<file path="src/design/ccsr_pkg.sv">
`default_nettype none
package ccsr_pkg;
	// register byte offsets on the apb slave
	localparam logic [7:0] CTRL_OFS = 8'h00;
	localparam logic [7:0] STAT_OFS = 8'h04;
	localparam logic [7:0] VAR_OFS  = 8'h08;

	// field positions inside the 8-bit registers
	localparam int REQ_LSB   = 5;
	localparam int ABORT_BIT = 4;
	localparam int WIN_LSB   = 1;
	localparam int VAR_LSB   = 0;

	// operating mode codes, requested and current
	localparam logic [2:0] MODE_NORMAL  = 3'h0;
	localparam logic [2:0] MODE_DISABLE = 3'h1;
	localparam logic [2:0] MODE_LOOP    = 3'h2;
	localparam logic [2:0] MODE_LISTEN  = 3'h3;
	localparam logic [2:0] MODE_CONFIG  = 3'h4;

	// reset values
	localparam logic [2:0] REQ_RST = 3'h4;
	localparam logic [2:0] CUR_RST = 3'h4;
	localparam logic [1:0] VAR_RST = 2'h0;
	localparam logic [2:0] WIN_RST = 3'h0;

	// operating variants
	localparam logic [1:0] VAR_LEGACY = 2'h0;
	localparam logic [1:0] VAR_ENH    = 2'h1;
	localparam logic [1:0] VAR_FIFO   = 2'h2;
	localparam logic [1:0] VAR_RSVD   = 2'h3;

	// legacy source codes
	localparam logic [2:0] IC_NONE = 3'h0;
	localparam logic [2:0] IC_ERR  = 3'h1;
	localparam logic [2:0] IC_TX2  = 3'h2;
	localparam logic [2:0] IC_TX1  = 3'h3;
	localparam logic [2:0] IC_TX0  = 3'h4;
	localparam logic [2:0] IC_RX1  = 3'h5;
	localparam logic [2:0] IC_RX0  = 3'h6;
	localparam logic [2:0] IC_WAKE = 3'h7;

	// enhanced source codes
	localparam logic [4:0] EC_NONE = 5'h00;
	localparam logic [4:0] EC_ERR  = 5'h02;
	localparam logic [4:0] EC_TX2  = 5'h04;
	localparam logic [4:0] EC_TX1  = 5'h06;
	localparam logic [4:0] EC_TX0  = 5'h08;
	localparam logic [4:0] EC_WAKE = 5'h0E;
	localparam logic [4:0] EC_RX0  = 5'h10;
	localparam logic [4:0] EC_RX1  = 5'h11;
	localparam logic [4:0] EC_PRG0 = 5'h12;

	typedef enum logic [2:0] {
		BUF_RX0, BUF_RX1, BUF_TX0, BUF_TX1, BUF_TX2
	} ccsr_buf_type;

	typedef enum logic {MS_FOLLOW, MS_WAIT_IDLE} ccsr_mstate_type;

	// pending interrupt sources from the message engine
	typedef struct packed {
		logic       err;
		logic       wake;
		logic       rx0;
		logic       rx1;
		logic       tx0;
		logic       tx1;
		logic       tx2;
		logic [5:0] prog;
	} ccsr_irq_type;

	// apb request signals from the master
	typedef struct packed {
		logic        psel;
		logic        penable;
		logic        pwrite;
		logic [7:0]  paddr;
		logic [31:0] pwdata;
	} ccsr_apb_req_type;
endpackage
`default_nettype wire

</file>
<file path="src/design/ccsr_irq_enc.sv">
`default_nettype none
// prioritised source encoder, one code per variant family
module ccsr_irq_enc (
	input  wire ccsr_pkg::ccsr_irq_type i_pend,
	input  wire logic [5:0]             i_prog_rx,
	input  wire logic                   i_fifo_var,
	output logic [2:0]                  o_icode,
	output logic [4:0]                  o_eicode
);
	// error first, then wake, receive, transmit; only the winner shows
	always_comb begin
		o_icode = ccsr_pkg::IC_NONE;
		o_eicode = ccsr_pkg::EC_NONE;
		if (i_pend.err) begin
			o_icode = ccsr_pkg::IC_ERR;
			o_eicode = ccsr_pkg::EC_ERR;
		end else if (i_pend.wake) begin
			o_icode = ccsr_pkg::IC_WAKE;
			o_eicode = ccsr_pkg::EC_WAKE;
		end else if (i_pend.rx0) begin
			o_icode = ccsr_pkg::IC_RX0;
			o_eicode = ccsr_pkg::EC_RX0;
		end else if (i_pend.rx1) begin
			o_icode = ccsr_pkg::IC_RX1;
			// fifo mode folds every receiver onto one code
			o_eicode = i_fifo_var ? ccsr_pkg::EC_RX0 : ccsr_pkg::EC_RX1;
		end else if (i_pend.tx0) begin
			o_icode = ccsr_pkg::IC_TX0;
			o_eicode = ccsr_pkg::EC_TX0;
		end else if (i_pend.tx1) begin
			o_icode = ccsr_pkg::IC_TX1;
			o_eicode = ccsr_pkg::EC_TX1;
		end else if (i_pend.tx2) begin
			o_icode = ccsr_pkg::IC_TX2;
			o_eicode = ccsr_pkg::EC_TX2;
		end else begin
			// programmable buffers, lowest index first
			for (int i = 5; i >= 0; i--) begin
				if (i_pend.prog[i]) begin
					if (i_fifo_var && i_prog_rx[i]) begin
						o_eicode = ccsr_pkg::EC_RX0;
					end else begin
						o_eicode = ccsr_pkg::EC_PRG0 + 5'(i);
					end
				end
			end
		end
	end
endmodule
`default_nettype wire

</file>
<file path="src/design/ccsr_top.sv">
// Notes on behaviour
// requested mode 1xx is config, 011 listen, 010 loopback, 001 disable, 000 normal.
// current mode reads 100,011,010,001 or 000; codes 101 to 111 never appear.
// software sets abort bit to abort all pending transmits; zero means normal.
// legacy map select 101 rx1, 100 tx0, 011 tx1, 010 tx2.
// legacy map select 111, 110, 001, 000 all map receive buffer zero.
// map select windows the chosen buffer; legacy control bit 0 reads zero.
// fifo variant shows read-only four-bit read pointer in control bits 3 to 0.
// legacy source code values: none, error, tx2, tx1, tx0, rx1, rx0, wake.
// only the highest-priority pending source is shown in the code field.
// legacy source code sits in bits 3 to 1, aligned with map select.
// enhanced variants use five-bit source codes in status bits 4 to 0.
// programmable buffers 0 to 5 report codes 10010 to 10111.
// fifo variant reports 10000 for any receiving buffer.
// software translates enhanced codes itself before using them as map select.
// config request waits for bus idle; other modes take effect at once.
// software polls current mode until it matches the request.
// software should request disable before putting the device to sleep.
// interrupt handlers should save both registers on entry.
// variant select 00 legacy (default), 01 enhanced, 10 fifo, 11 reserved.
// variant writable only in config; takes effect after config is left.
// reset: requested mode 100, current mode config, all else zero.
`default_nettype none
module ccsr_top (
	input  wire logic                       i_clk,
	input  wire logic                       i_sys_rst,
	input  wire ccsr_pkg::ccsr_apb_req_type i_apb,
	output logic [31:0]                     o_prdata,
	output logic                            o_pready,
	output logic                            o_pslverr,
	input  wire logic                       i_bus_idle,
	input  wire logic                       i_abort_done,
	input  wire ccsr_pkg::ccsr_irq_type     i_pend,
	input  wire logic [5:0]                 i_prog_rx,
	input  wire logic [3:0]                 i_fifo_ptr,
	output logic [2:0]                      o_cur_mode,
	output logic [1:0]                      o_variant,
	output logic                            o_abort_req,
	output ccsr_pkg::ccsr_buf_type          o_map_buf
);
	logic [2:0]                req_r;
	logic [2:0]                cur_r;
	logic [2:0]                cur_nxt;
	logic                      abort_r;
	logic [2:0]                win_r;
	logic [1:0]                var_sel_r;
	logic [1:0]                var_eff_r;
	logic [2:0]                icode_r;
	logic [4:0]                eicode_r;
	logic [2:0]                icode_c;
	logic [4:0]                eicode_c;
	logic [31:0]               prdata_r;
	ccsr_pkg::ccsr_buf_type    map_r;
	ccsr_pkg::ccsr_mstate_type ms_r;
	logic                      setup;
	logic                      access;
	logic                      wr_ctrl;
	logic                      wr_var;
	logic [7:0]                ctrl_val;
	logic [7:0]                stat_val;
	logic [7:0]                wbyte;

	// address decode, used only for the slave error response
	function automatic logic addr_ok(input logic [7:0] a);
		return a == ccsr_pkg::CTRL_OFS || a == ccsr_pkg::STAT_OFS
			|| a == ccsr_pkg::VAR_OFS;
	endfunction

	// legacy window decode; every unnamed code falls back to rx0
	function automatic ccsr_pkg::ccsr_buf_type win_dec(input logic [2:0] w);
		unique case (w)
			3'h5: return ccsr_pkg::BUF_RX1;
			3'h4: return ccsr_pkg::BUF_TX0;
			3'h3: return ccsr_pkg::BUF_TX1;
			3'h2: return ccsr_pkg::BUF_TX2;
			3'h7, 3'h6, 3'h1, 3'h0: return ccsr_pkg::BUF_RX0;
		endcase
	endfunction

	// apb phases; zero wait states so the slave never stalls
	assign setup = i_apb.psel & ~i_apb.penable;
	assign access = i_apb.psel & i_apb.penable;
	assign o_pready = i_apb.penable;
	assign o_pslverr = access & ~addr_ok(i_apb.paddr);
	assign wbyte = i_apb.pwdata[7:0];
	assign wr_ctrl = access & i_apb.pwrite & (i_apb.paddr == ccsr_pkg::CTRL_OFS);
	assign wr_var = access & i_apb.pwrite & (i_apb.paddr == ccsr_pkg::VAR_OFS);

	// control readback depends on the variant in force
	always_comb begin
		ctrl_val = {req_r, abort_r, 4'h0};
		unique case (var_eff_r)
			ccsr_pkg::VAR_FIFO: ctrl_val[3:0] = i_fifo_ptr;
			ccsr_pkg::VAR_ENH: ctrl_val[3:0] = 4'h0;
			default: ctrl_val[3:0] = {win_r, 1'b0};
		endcase
	end

	// status readback; legacy code shares bit lanes with the window
	always_comb begin
		stat_val = {cur_r, 5'h00};
		if (var_eff_r == ccsr_pkg::VAR_LEGACY) begin
			stat_val[3:1] = icode_r;
		end else begin
			stat_val[4:0] = eicode_r;
		end
	end

	// read data captured in setup so it comes from a flop in access
	always_ff @(posedge i_clk or posedge i_sys_rst) begin
		if (i_sys_rst) begin
			prdata_r <= 32'h0000_0000;
		end else if (setup) begin
			unique case (i_apb.paddr)
				ccsr_pkg::CTRL_OFS: prdata_r <= {24'h00_0000, ctrl_val};
				ccsr_pkg::STAT_OFS: prdata_r <= {24'h00_0000, stat_val};
				ccsr_pkg::VAR_OFS: prdata_r <= {30'h0000_0000, var_sel_r};
				default: prdata_r <= 32'h0000_0000;
			endcase
		end
	end
	assign o_prdata = prdata_r;

	// requested mode; any code is legal, stored as written and decoded by the sequencer
	always_ff @(posedge i_clk or posedge i_sys_rst) begin
		if (i_sys_rst) begin
			req_r <= ccsr_pkg::REQ_RST;
		end else if (wr_ctrl) begin
			req_r <= wbyte[ccsr_pkg::REQ_LSB +: 3];
		end
	end

	// mode sequencing: config waits for an idle bus, the rest follow at once
	always_comb begin
		cur_nxt = cur_r;
		if (req_r[2]) begin
			if (i_bus_idle) begin
				cur_nxt = ccsr_pkg::MODE_CONFIG;
			end
		end else begin
			cur_nxt = req_r;
		end
	end

	always_ff @(posedge i_clk or posedge i_sys_rst) begin
		if (i_sys_rst) begin
			cur_r <= ccsr_pkg::CUR_RST;
			ms_r <= ccsr_pkg::MS_FOLLOW;
		end else begin
			cur_r <= cur_nxt;
			unique case (ms_r)
				ccsr_pkg::MS_FOLLOW:
					if (req_r[2] && !i_bus_idle && cur_r != ccsr_pkg::MODE_CONFIG) begin
						ms_r <= ccsr_pkg::MS_WAIT_IDLE;
					end
				ccsr_pkg::MS_WAIT_IDLE:
					if (!req_r[2] || i_bus_idle) begin
						ms_r <= ccsr_pkg::MS_FOLLOW;
					end
			endcase
		end
	end

	// abort: set only by software, dropped by the engine when done;
	// a set in the same cycle as the engine's clear wins
	always_ff @(posedge i_clk or posedge i_sys_rst) begin
		if (i_sys_rst) begin
			abort_r <= 1'b0;
		end else if (wr_ctrl && wbyte[ccsr_pkg::ABORT_BIT]) begin
			abort_r <= 1'b1;
		end else if (i_abort_done) begin
			abort_r <= 1'b0;
		end
	end

	// window select is writable only in the legacy variant
	always_ff @(posedge i_clk or posedge i_sys_rst) begin
		if (i_sys_rst) begin
			win_r <= ccsr_pkg::WIN_RST;
		end else if (wr_ctrl && var_eff_r == ccsr_pkg::VAR_LEGACY) begin
			win_r <= wbyte[ccsr_pkg::WIN_LSB +: 3];
		end
	end

	// registered window decode drives the access bank mux
	always_ff @(posedge i_clk or posedge i_sys_rst) begin
		if (i_sys_rst) begin
			map_r <= ccsr_pkg::BUF_RX0;
		end else begin
			map_r <= win_dec(win_r);
		end
	end

	// variant select: the reserved code is dropped to keep the field legal
	always_ff @(posedge i_clk or posedge i_sys_rst) begin
		if (i_sys_rst) begin
			var_sel_r <= ccsr_pkg::VAR_RST;
		end else if (wr_var && cur_r == ccsr_pkg::MODE_CONFIG
				&& wbyte[1:0] != ccsr_pkg::VAR_RSVD) begin
			var_sel_r <= wbyte[ccsr_pkg::VAR_LSB +: 2];
		end
	end

	// new variant only applies on the edge that leaves config,
	// so the engine never sees it change mid-setup
	always_ff @(posedge i_clk or posedge i_sys_rst) begin
		if (i_sys_rst) begin
			var_eff_r <= ccsr_pkg::VAR_RST;
		end else if (cur_r == ccsr_pkg::MODE_CONFIG
				&& cur_nxt != ccsr_pkg::MODE_CONFIG) begin
			var_eff_r <= var_sel_r;
		end
	end

	ccsr_irq_enc u_enc (
		.i_pend     (i_pend),
		.i_prog_rx  (i_prog_rx),
		.i_fifo_var (var_eff_r == ccsr_pkg::VAR_FIFO),
		.o_icode    (icode_c),
		.o_eicode   (eicode_c)
	);

	// codes registered once per cycle so a read sees one consistent value
	always_ff @(posedge i_clk or posedge i_sys_rst) begin
		if (i_sys_rst) begin
			icode_r <= ccsr_pkg::IC_NONE;
			eicode_r <= ccsr_pkg::EC_NONE;
		end else begin
			icode_r <= icode_c;
			eicode_r <= eicode_c;
		end
	end

	assign o_cur_mode = cur_r;
	assign o_variant = var_eff_r;
	assign o_abort_req = abort_r;
	assign o_map_buf = map_r;
endmodule
`default_nettype wire

</file>
<file path="config.mk">
export PLATFORM = sky130hd
export DESIGN_NAME = ccsr_top
export DESIGN_NICKNAME = d
export VERILOG_FILES = /design/src/design/ccsr_pkg.sv /design/src/design/ccsr_irq_enc.sv /design/src/design/ccsr_top.sv
export SDC_FILE = /design/constraint.sdc
export NUM_CORES = 1
export LEC_CHECK = 0
export BUFFER_PORTS_ARGS = -buffer_cell sky130_fd_sc_hd__buf_2
export CELL_PAD_IN_SITES_DETAIL_PLACEMENT = 2
export CELL_PAD_IN_SITES_GLOBAL_PLACEMENT = 2
export CORE_MARGIN = 4
export CORE_UTILIZATION = 25
export CTS_CLUSTER_DIAMETER = 120
export DETAILED_ROUTE_END_ITERATION = 8
export GPL_TIMING_DRIVEN = 0
export MAX_ROUTING_LAYER = met4
export PLACE_DENSITY = 0.86
export SYNTH_ARGS = -nofsm -noshare
export SYNTH_HDL_FRONTEND = slang
export SYNTH_SLANG_ARGS = --single-unit
</file>
<file path="constraint.sdc">
create_clock -name i_clk -period 3.95 [get_ports i_clk]
set_input_delay 0.395 -clock i_clk [delete_from_list [all_inputs] [get_ports i_clk]]
set_output_delay 0.395 -clock i_clk [all_outputs]
set_load 0.03 [all_outputs]
</file>
## Yosys cells after proc, flatten, opt, wreduce, memory -nomap -nowiden

Memory sizes are Yosys's and may differ from the RTL's. A register that Yosys moved wholly into a read port is not among the register bits.
Cells that the tools add are included.

- Register bits after elaboration: 54
- Memory bits (read-only): 24
- Memories kept: 1

- Equal/unequal tests: 7
- Muxes and demuxes: 36
- Bitwise operators: 8
- Reduce and logical (&&, ||, !) cells: 16

Memory list:

| name | words | bits a word | read ports | clocked after memory_dff | write ports | RTL line | source |
|---|---|---|---|---|---|---|---|
| (name not given) | 8 | 3 | 1 | 1 | 0 | ccsr_top.sv:71 | `unique case (w)` |

Operators with widths:

| cell | count |
|---|---|
| $mux W5 | 13 |
| $mux W3 | 13 |
| $pmux W8 S3 | 1 |
| $logic_and A1 B1 Y1 | 11 |
| $eq A8 B3 Y1 const B | 1 |
| $eq A8 B4 Y1 const B | 1 |
| $logic_not A8 Y1 | 1 |
| $pmux W4 S2 | 1 |
| $and A1 B1 Y1 | 6 |
| $mux W2 | 3 |
| $mux W1 | 5 |
| $eq A3 B3 Y1 const B | 1 |
| $ne A3 B3 Y1 const B | 1 |
| $eq A2 B1 Y1 const B | 1 |
| $eq A2 B2 Y1 const B | 1 |
| $logic_not A2 Y1 | 1 |
| $logic_or A1 B1 Y1 | 2 |
| $ne A2 B2 Y1 const B | 1 |
| $not A1 Y1 | 2 |
| $reduce_bool A2 Y1 | 1 |

## Depth between registers and ports, before layout

Gate-level depths: netlist of the first run.

- Depth in word-level cells: 16
- Depth in mapped cells: 7
- Depth with buffers taken out: 6

## Hierarchy

From an unflattened synthesis of the first run, not the netlist that was laid out.

- Cell total of the unflattened synthesis: 198
- Area total of the unflattened synthesis: 1906.8 um2

By module, submodules not included:

| module | times used | cells each | area each (um2) | seq. area each (um2) |
|---|---|---|---|---|
| ccsr_top | 1 | 149 | 1626.6 | 828.3 |
| ccsr_irq_enc | 1 | 49 | 280.3 | 0.0 |

## Worst setup path after synthesis of the first run

No wires, ideal clock.

- Path kind: register to register
- Start: register cur_r[2], in the netlist o_cur_mode[2]
- End: register var_sel_r[0]
- Library setup time: 0.119 ns
- Data arrival time: 1.727 ns
- Path slack: 2.104 ns
- Stages on the path, launching flop included: 5
- Clock period less this slack: 1.846 ns
- Cell sequence: dfstp_2 -> or3b_1 -> or3_1 -> or3_1 -> o21a_1

- Word-level cells in the longest chain between the ends: 3

RTL lines:

| item | RTL line | source |
|---|---|---|
| from (decl) | ccsr_top.sv:42 | `logic [2:0] cur_r;` |
| from (signal assigned) | ccsr_top.sv:147 | `cur_r <= ccsr_pkg::CUR_RST;` |
| from (signal assigned) | ccsr_top.sv:150 | `cur_r <= cur_nxt;` |
| $eq A3 B3 Y1 | ccsr_top.sv:198 | `end else if (wr_var && cur_r == ccsr_pkg::MODE_CONFIG` |
| $logic_and A1 B1 Y1 | ccsr_top.sv:198 |  |
| $logic_and A1 B1 Y1 | ccsr_top.sv:199 | `&& wbyte[1:0] != ccsr_pkg::VAR_RSVD) begin` |
| to (signal assigned) | ccsr_top.sv:197 | `var_sel_r <= ccsr_pkg::VAR_RST;` |
| to (signal assigned) | ccsr_top.sv:200 | `var_sel_r <= wbyte[ccsr_pkg::VAR_LSB +: 2];` |
| to (decl) | ccsr_top.sv:46 | `logic [1:0] var_sel_r;` |

Every way passes these cells.
A chain may end at the register's enable or synchronous reset.

## Worst setup path in the final report of the first run

- Start: input i_apb[34] (netlist bit)
- End: output o_pslverr

- Word-level cells in the longest chain between the ends: 5
- Elaborated cells on any way between the ends: 7

RTL lines:

| item | RTL line | source |
|---|---|---|
| from (decl) | ccsr_top.sv:27 | `input wire ccsr_pkg::ccsr_apb_req_type i_apb,` |
| $eq A8 B3 Y1 / $logic_not A8 Y1 (equally long branches) | ccsr_top.sv:65 | `return a == ccsr_pkg::CTRL_OFS \|\| a == ccsr_pkg::STAT_OFS` |
| $logic_or A1 B1 Y1 | ccsr_top.sv:65 |  |
| $logic_or A1 B1 Y1 * | ccsr_top.sv:66 | `\|\| a == ccsr_pkg::VAR_OFS;` |
| $not A1 Y1 * | ccsr_top.sv:84 | `assign o_pslverr = access & ~addr_ok(i_apb.paddr);` |
| $and A1 B1 Y1 * | ccsr_top.sv:84 |  |
| to (decl) | ccsr_top.sv:30 | `output logic o_pslverr,` |

Every way passes the cells marked *; elsewhere a longest branch is shown, timed or not.

==> impl_metrics.ini, run 1 <==
[floorplanning]
initial_core_util = 0.2591
fp.dieArea_mm2 = 0.009012
pin_count = 113
core_region_area_mm2 = 0.007292
die-height_um = 94.93
die-width_um = 94.93
row_count = 31

[logic_synthesis]
synth_warnings = 0
syn-mean-instance-area_um2 = 9.542
ys_seq_area_frac = 0.4384
synth_area_mm2 = 0.001889
netlist-cell-type-count = 38
ys_async_sr_fraction = 1.000
ys.flop_type = sky130_fd_sc_hd__dfrtp_1
synth-edff-count = 0
synth.ff_latch_count = 33
cell_count_after_synthesis = 198

[worst_setup_path]
critical_path.reg2reg.startpoint = o_variant[0]
worst-endpoint-required_ns = 3.56
worst_r2r_endpoint = eicode_r[0]
worst_setup_path_startpoint = i_apb[34]
cp-start-kind = input port
crit_type = input port to output pin
reg2reg_depth = 7
critPathArrivalTime_ns = 1.54
critical_path_peak_fanout = 10
timing.critical_path.to_type = output pin
ff_to_ff_setup_slack_ns = 2.03

[finish]
layout_commonest_cell = sky130_fd_sc_hd__buf_2
final.fill_count = 879
antennaDiodeCount = 0
drive_gt1_frac = 0.3605
num-nets-final = 365
final_core_utilization = 0.3485
area_overhead_of_the_layout_relative_to_synthesis_pct = 34.50
final_cell_mix = sky130_fd_sc_hd__buf_2 (65), sky130_fd_sc_hd__dfrtp_1 (31), sky130_fd_sc_hd__buf_4 (25), sky130_fd_sc_hd__conb_1 (24), sky130_fd_sc_hd__nand2_1 (19)

[cts]
cts_tree = yes
clockBufferDepth = 2
cts_setup_buffers = 0
htree_levels = 2
reg_clk_slew_reported_paths_ns = 0.07
numCtsBuffers = 5
cts_repair_resize_count = 0
cts_hold_buf = 0
clk-insertion-delay-late_ns = 0.30
ctsRootBufferMaster = sky130_fd_sc_hd__clkbuf_8
clkSinkCount = 33

[drt]
remaining_drc_errors = 0
drtIter0Drc = 32
vias = 1763
drt_wl_total_mm = 5.919
drt-wirelength-per-cell_um = 15.06
drt_pass1_iterations = 4
route.detailed.vias_per_inst = 4.486
drtAntennaViolNets = 0

[placement]
placement.setup.worst_slack_ns = 2.007
hpwlAfterDp_mm = 4.754
port_buffers = 64
finalWeightedCongestion = 0.7846

[sta]
pins_over_their_slew_limit = 0
max-slew-margin-rel = 0.6279
max_slew.worst_pin.slew_ns = 0.5581
fin_setup_tns_ns = 0
rsz_0062_raised_after_global_routing = no
finalClockSkew_ns = 0.009106
max_freq_ghz = 0.5159
setup_violations = 0
hold_viol = 0
period_needed_ns = 1.938
post_route_fraction_of_the_period_consumed_by_the_critical_path = 0.4907
layout_setup_ws_ns = 2.012

[hold_path]
hold_path.class = input port to asynchronous set/reset pin

[power_and_ir_drop]
cellPowerDensity_mw_per_mm2 = 302.5
p_leak_nw = 1.306
vdd_drop_max_v = 0.00009346
post-layout-total-power_uw = 768.6

[run]
max_cap_viol_count = 0

[grt]
grtUsageTotal = 0.1419
antenna_found_initial = 0
grt.overflow.total = 0
grt_pass1_wl_mm = 9.528
number_of_global_route_vias_before_repair = 1977
largest_net_degree_at_the_start_of_global_routing = 34

[run_status]
status = finished clean
cell usage after synthesis, drive strengths merged, types with 3 or more instances:
cell type / number / area, µm²
clkbuf: 5 / 18.77
nor2b: 6 / 37.54
and4b: 3 / 30.03
nand2: 19 / 71.32
o21ai: 10 / 50.05
nand2b: 3 / 18.77
or3: 3 / 18.77
a311oi: 7 / 61.31
inv: 12 / 45.04
nand3: 4 / 20.02
mux2: 4 / 45.04
a21oi: 6 / 30.03
a21boi: 3 / 22.52
dfrtp: 31 / 775.7
o21a: 4 / 30.03
a211oi: 3 / 22.52
nor3: 7 / 35.03
nor2: 9 / 33.78
nand3b: 4 / 30.03
buf: 26 / 192.7
mux2i: 7 / 70.07
power by group:
| part | switching, mW | leakage [nW] | internal, mW |
|---|---|---|---|
| Sequential | 0.00355 | 0.413 | 0.345 |
| Combinational | 0.0830 | 0.839 | 0.0505 |
| Clock | 0.129 | 0.0542 | 0.157 |
| Total | 0.215 | 1.31 | 0.553 |
sequential cells by signal (all words and copies together) (netlist names):
register,count
var_sel_r,2
icode_r,3
o_abort_req,1
eicode_r,5
win_r,3
req_r,3
o_prdata,8
o_variant,2
o_map_buf,3
o_cur_mode,3
worst max path at each step:
stage                   endpoint  slack (ns)  depth (start not counted)
detailed placement     o_pslverr        2.01                          5
floorplan           var_sel_r[0]        2.10                          4
global placement     eicode_r[0]        2.04                          7
CTS                    o_pslverr        1.97                          5
global route         eicode_r[0]        1.84                          7
finish                 o_pslverr        2.01                          5
per-layer routing:
layer	up-vias	part of all wire	GRT usage
met1	849	0.41	0.1566
met2	60	0.52	0.2537
met5	-	0	-
met4	0	0.018	0.04688
met3	8	0.054	0.02948
li1	846	-	-
worst max-delay path, stage by stage:
cell	delay [ns]
sky130_fd_sc_hd__buf_2	0.15
sky130_fd_sc_hd__clkbuf_1	0.46
sky130_fd_sc_hd__nand2_1	0.11
sky130_fd_sc_hd__a31oi_1	0.19
sky130_fd_sc_hd__buf_2	0.23
kinds of logic after synthesis:
logic type | Yosys count | synth area share
AND/OR/NAND/NOR | 63 | 0.1854
AO/OA/AOI/OAI | 45 | 0.1642
buffers and inverters | 43 | 0.1358
flip-flops | 33 | 0.4384
multiplexers | 11 | 0.06093
adder cells (fa/ha/maj) | 2 | 0.01324
other | 1 | 0.001985
cell type report:
cell class | instances | area (µm²) | area share
plain buffers | 31 | 211.5 | 0.08321
clock inverters | 1 | 5.005 | 0.001969
repair buffers | 65 | 340.3 | 0.1339
inverters | 12 | 45.04 | 0.01773
clock buffers | 7 | 96.34 | 0.03791
flip-flops and latches | 33 | 828.3 | 0.3259
multi-input cells | 145 | 890.9 | 0.3506
well taps | 99 | 123.9 | 0.04874
per-stage QoR:
stage / area, µm² / hold slack [ns] / instances
final: 2541 / 0.004455 / 393
after floorplan: 1976 / 0.4498 / 221
after CTS: 2521 / 0.2983 / 392
after global placement: 2420 / 0.4593 / 384
after global routing: 2541 / 0.004156 / 393
after detailed placement: 2420 / 0.4668 / 384
Power figures use the tool's default switching activity.
==> run 2, diff against run 1 <==
CORE_UTILIZATION = 21   (was 25)
PLACE_DENSITY = 0.77   (was 0.86)
clock period = 1.67 ns   (was 3.95 ns; I/O delays follow)
==> impl_metrics.ini, run 2 (synthesis results as in run 1) <==
[worst_setup_path]
timing.critical_path.to_type = flip-flop
critPathArrivalTime_ns = 1.99
path_cells = or3b_4 -> or3_4 -> or3_4 -> o21a_1
critical_path.reg2reg.startpoint = o_cur_mode[2]
critical-path-top-cell-by-count = sky130_fd_sc_hd__or3_4
cp-start-kind = flip-flop
crit_slowest_cell = sky130_fd_sc_hd__dfstp_2
worst_setup_path_startpoint = o_cur_mode[2]
crit_type = flip-flop to flip-flop
cpPeakStageDelay_ns = 0.54
ff_to_ff_setup_slack_ns = -0.16
worst-endpoint-required_ns = 1.84
critical_path_peak_fanout = 2

[cts]
htree_levels = 2
clkSinkCount = 33
clockBufferDepth = 2
clk-insertion-delay-late_ns = 0.28
reg_clk_slew_reported_paths_ns = 0.07
numCtsBuffers = 5
ctsRootBufferMaster = sky130_fd_sc_hd__clkbuf_8
cts_tree = yes

[drt]
drt_wl_total_mm = 5.701
vias = 1771
drtAntennaViolNets = 0
drtIter0Drc = 42
route.detailed.vias_per_inst = 4.384
remaining_drc_errors = 0
drt-wirelength-per-cell_um = 14.11
drt_pass1_iterations = 4

[sta]
max_freq_ghz = 0.5477
setup_violations = 2
hold_viol = 0
finalClockSkew_ns = 0.007595
period_needed_ns = 1.826
pins_over_their_slew_limit = 0
max-slew-margin-rel = 0.6180
layout_setup_ws_ns = -0.1558
max_slew.worst_pin.slew_ns = 0.5686
post_route_fraction_of_the_period_consumed_by_the_critical_path = 1.093
rsz_0062_raised_after_global_routing = yes

[finish]
final_cell_mix = sky130_fd_sc_hd__buf_2 (65), sky130_fd_sc_hd__dfrtp_1 (29), sky130_fd_sc_hd__buf_4 (27), sky130_fd_sc_hd__conb_1 (24), sky130_fd_sc_hd__nand2_1 (19)
final.fill_count = 995
area_overhead_of_the_layout_relative_to_synthesis_pct = 38.68
num-nets-final = 367
antennaDiodeCount = 0
layoutNonFillerInstCount = 404
largest_reg_flops = 8
multiInputGateArea_um2 = 944.7
layout.area.seq_um2 = 830.8
layout_commonest_cell = sky130_fd_sc_hd__buf_2
drive_gt1_frac = 0.3986

[floorplanning]
pin_count = 113
die-height_um = 102.9
fp.dieArea_mm2 = 0.01058
initial_core_util = 0.2166
die-width_um = 102.9
core_region_area_mm2 = 0.008721
row_count = 34

[run_status]
status = complete, but fails checks
violations = negative setup slack

[placement]
port_buffers = 64
hpwlAfterDp_mm = 4.583
placement.setup.worst_slack_ns = -0.2732
dp_cells = 393
finalWeightedCongestion = 0.7167

[power_and_ir_drop]
post-layout-total-power_mw = 1.703
vdd_drop_max_v = 0.0002705
cellPowerDensity_mw_per_mm2 = 649.8
p_leak_nw = 1.321

[grt]
number_of_global_route_vias_before_repair = 1808
largest_net_degree_at_the_start_of_global_routing = 34
grt.overflow.total = 0
antenna_found_initial = 0
grt_pass1_wl_mm = 8.825
grtUsageTotal = 0.1098

[run]
max_cap_viol_count = 0

[hold_path]
hold_path.class = input port to flip-flop
timing.hold.worst.start = i_abort_done
## run 2: cell count changes in the layout (fill, tap and decap cells not counted), sizes merged
cell | previous run | this run
clkbuf | 12 | 11
dlygate4sd3 | 0 | 1
buf | 91 | 93
## run 2: power breakdown
group	leakage, nW	total, mW	internal (mW)	switching (mW)
clock	0.0422	0.558	0.292	0.266
sequential	0.409	0.825	0.817	0.00783
combinational	0.870	0.320	0.123	0.197
## run 2: final timing paths
check / end / cells after the start
worst max-delay path: var_sel_r[0] / 4
worst min-delay path: o_abort_req / 2
worst max register to register: var_sel_r[0] / 4
worst min register to register: o_prdata[0] / 2
max in group asynchronous: o_cur_mode[2] / 4
min in group asynchronous: win_r[2] / 3
## run 2: critical path, delay by kind of cell, from the launching register on
family / cells / cell delay, ns
simple gates: 3 / 1.07
compound gates: 1 / 0.11
flops: 1 / 0.54
## run 2: area by class of cell
class | instances | share of cell area
multi-input cells | 145 | 0.3606
flip-flops and latches | 33 | 0.3171
repair buffers | 68 | 0.1394
plain buffers | 30 | 0.08309
well taps | 108 | 0.05158
clock buffers | 7 | 0.02913
inverters | 12 | 0.01719
clock inverters | 1 | 0.001910
## run 2: metal layers
layer  vias up  wire [µm]  GRT usage
met5         -          0          -
met1       865       2322     0.1301
li1        840          -          -
met2        59       2948     0.1912
met3         7        358    0.02165
met4         0         72    0.02789
## run 2: stage by stage
step	setup TNS (ns)	instance area (µm²)	hold WS, ns	util
final	-0.2782	2620	0.07302	0.3004
after global routing	-0.3379	2620	0.06329	0.3004
after CTS	-0.2624	2551	0.06197	0.2925
after detailed placement	-1.437	2434	0.3698	0.2791
after global placement	-1.218	2434	0.3573	0.2791
after floorplan	-0.3396	1978	0.2301	-
## run 2: timing repair
action | 4_1_cts | 5_1_grt
hold buffers | 0 | 1
resized for setup | 7 | 8
buffers inserted | 2 | 0
endpoints found under the setup margin | 9 | 6
hold endpoints to repair | 0 | 7
pin swaps | 1 | 5
==> run 3, diff against run 2 <==
GPL_TIMING_DRIVEN = not set   (was 0)
==> impl_metrics.ini, run 3 (synthesis results as in run 1) <==
[run_status]
status = complete, but fails checks
violations = negative setup slack

[worst_setup_path]
critical_path_peak_fanout = 2
worst-endpoint-required_ns = 1.85
critPathArrivalTime_ns = 1.99
cp-start-kind = flip-flop
crit_type = flip-flop to flip-flop
timing.critical_path.to_type = flip-flop

[cts]
clkSinkCount = 33
clockBufferDepth = 2
cts_tree = yes
htree_levels = 2
clk-insertion-delay-late_ns = 0.29
reg_clk_slew_reported_paths_ns = 0.08
numCtsBuffers = 5
ctsRootBufferMaster = sky130_fd_sc_hd__clkbuf_8

[floorplanning]
initial_core_util = 0.2166
pin_count = 113
row_count = 34
fp.dieArea_mm2 = 0.01058
die-height_um = 102.9
die-width_um = 102.9
core_region_area_mm2 = 0.008721

[placement]
hpwlAfterDp_mm = 4.725
port_buffers = 64
placement.setup.worst_slack_ns = -0.1205
finalWeightedCongestion = 0.7657

[sta]
max-slew-margin-rel = 0.5492
layout_setup_ws_ns = -0.1427
hold_viol = 0
pins_over_their_slew_limit = 0
rsz_0062_raised_after_global_routing = yes
setup_violations = 2
max_slew.worst_pin.slew_ns = 0.6755
period_needed_ns = 1.813
max_freq_ghz = 0.5517
finalClockSkew_ns = 0.01072
post_route_fraction_of_the_period_consumed_by_the_critical_path = 1.085
holdWs_ns = 0.07421

[grt]
grtUsageTotal = 0.1128
grt_pass1_wl_mm = 9.094
number_of_global_route_vias_before_repair = 1854
largest_net_degree_at_the_start_of_global_routing = 18
grt.overflow.total = 0
antenna_found_initial = 0

[finish]
multiInputGateArea_um2 = 938.4
final_cell_mix = sky130_fd_sc_hd__buf_2 (64), sky130_fd_sc_hd__dfrtp_1 (29), sky130_fd_sc_hd__conb_1 (24), sky130_fd_sc_hd__nand2_1 (19), sky130_fd_sc_hd__buf_4 (16)
layout.area.seq_um2 = 830.8
layout_commonest_cell = sky130_fd_sc_hd__buf_2
area_overhead_of_the_layout_relative_to_synthesis_pct = 31.59
final.fill_count = 989
drive_gt1_frac = 0.3763
largest_reg_flops = 8
num-nets-final = 350
antennaDiodeCount = 0

[drt]
drtIter0Drc = 24
remaining_drc_errors = 0
drt-wirelength-per-cell_um = 14.97
drtAntennaViolNets = 0
drt_wl_total_mm = 5.792
drt_pass1_iterations = 4
vias = 1736
route.detailed.vias_per_inst = 4.486

[hold_path]
hold_path.class = input port to flip-flop

[power_and_ir_drop]
cellPowerDensity_mw_per_mm2 = 681.3
vdd_drop_max_v = 0.0002472
p_leak_nw = 1.234

[run]
max_cap_viol_count = 0
## run 3: path summary, 6_finish.rpt
check / end / cells after the start / from / slack, ns
hold / removal: o_abort_req / 2 / i_abort_done / 0.07
setup / recovery: var_sel_r[0] / 4 / o_cur_mode[2] / -0.14
min in group asynchronous: win_r[0] / 3 / i_sys_rst / 0.52
max in group asynchronous: o_variant[0] / 4 / i_sys_rst / 0.55
hold reg to reg: o_prdata[5] / 2 / o_prdata[5] / 0.48
setup reg to reg: var_sel_r[0] / 4 / o_cur_mode[2] / -0.14
## run 3: report_power, final
| group | total [mW] | switching, mW | internal, mW |
|---|---|---|---|
| combinational | 0.278 | 0.192 | 0.0861 |
| sequential | 0.825 | 0.00805 | 0.816 |
| clock | 0.592 | 0.304 | 0.287 |
## run 3: what timing repair did
action / in CTS / in global routing
buffers inserted: 1 / 1
pin swaps: 2 / 1
hold endpoints to repair: 13 / 0
hold buffers: 1 / 0
setup endpoints to repair: 5 / 6
resized for setup: 5 / 7
## run 3: layer usage
| metal | track usage | routed length (µm) | vias up |
|---|---|---|---|
| met3 | 0.02368 | 358 | 11 |
| met1 | 0.1319 | 2356 | 857 |
| li1 | - | - | 807 |
| met4 | 0.03785 | 100 | 0 |
| met5 | - | 0 | - |
| met2 | 0.1927 | 2977 | 61 |
## run 3: layout make-up
type,count,share of cell area
multi-input cells,145,0.3775
flip-flops and latches,33,0.3342
repair buffers,81,0.1812
well taps,108,0.05435
clock buffers,5,0.02768
inverters,12,0.01812
clock inverters,3,0.007046
## run 3: through the flow
stage / TNS [ns] / total power [mW] / area, µm² / util / std cells
after floorplan: -0.3396 / 1.037 / 1978 / - / 221
after detailed placement: -0.3302 / 1.114 / 2327 / 0.2669 / 376
final: -0.2611 / 1.694 / 2486 / 0.2851 / 387
after CTS: -0.2589 / 1.716 / 2444 / 0.2802 / 386
after global routing: -0.3683 / 1.782 / 2486 / 0.2851 / 387
after global placement: -0.2034 / 1.105 / 2327 / 0.2669 / 376
## run 3: critical path: stages (launching register included)
cell and delay (ns):
sky130_fd_sc_hd__dfstp_2 0.54, sky130_fd_sc_hd__or3b_4 0.37, sky130_fd_sc_hd__or3_4 0.34, sky130_fd_sc_hd__or3_4 0.34, sky130_fd_sc_hd__o21a_1 0.11
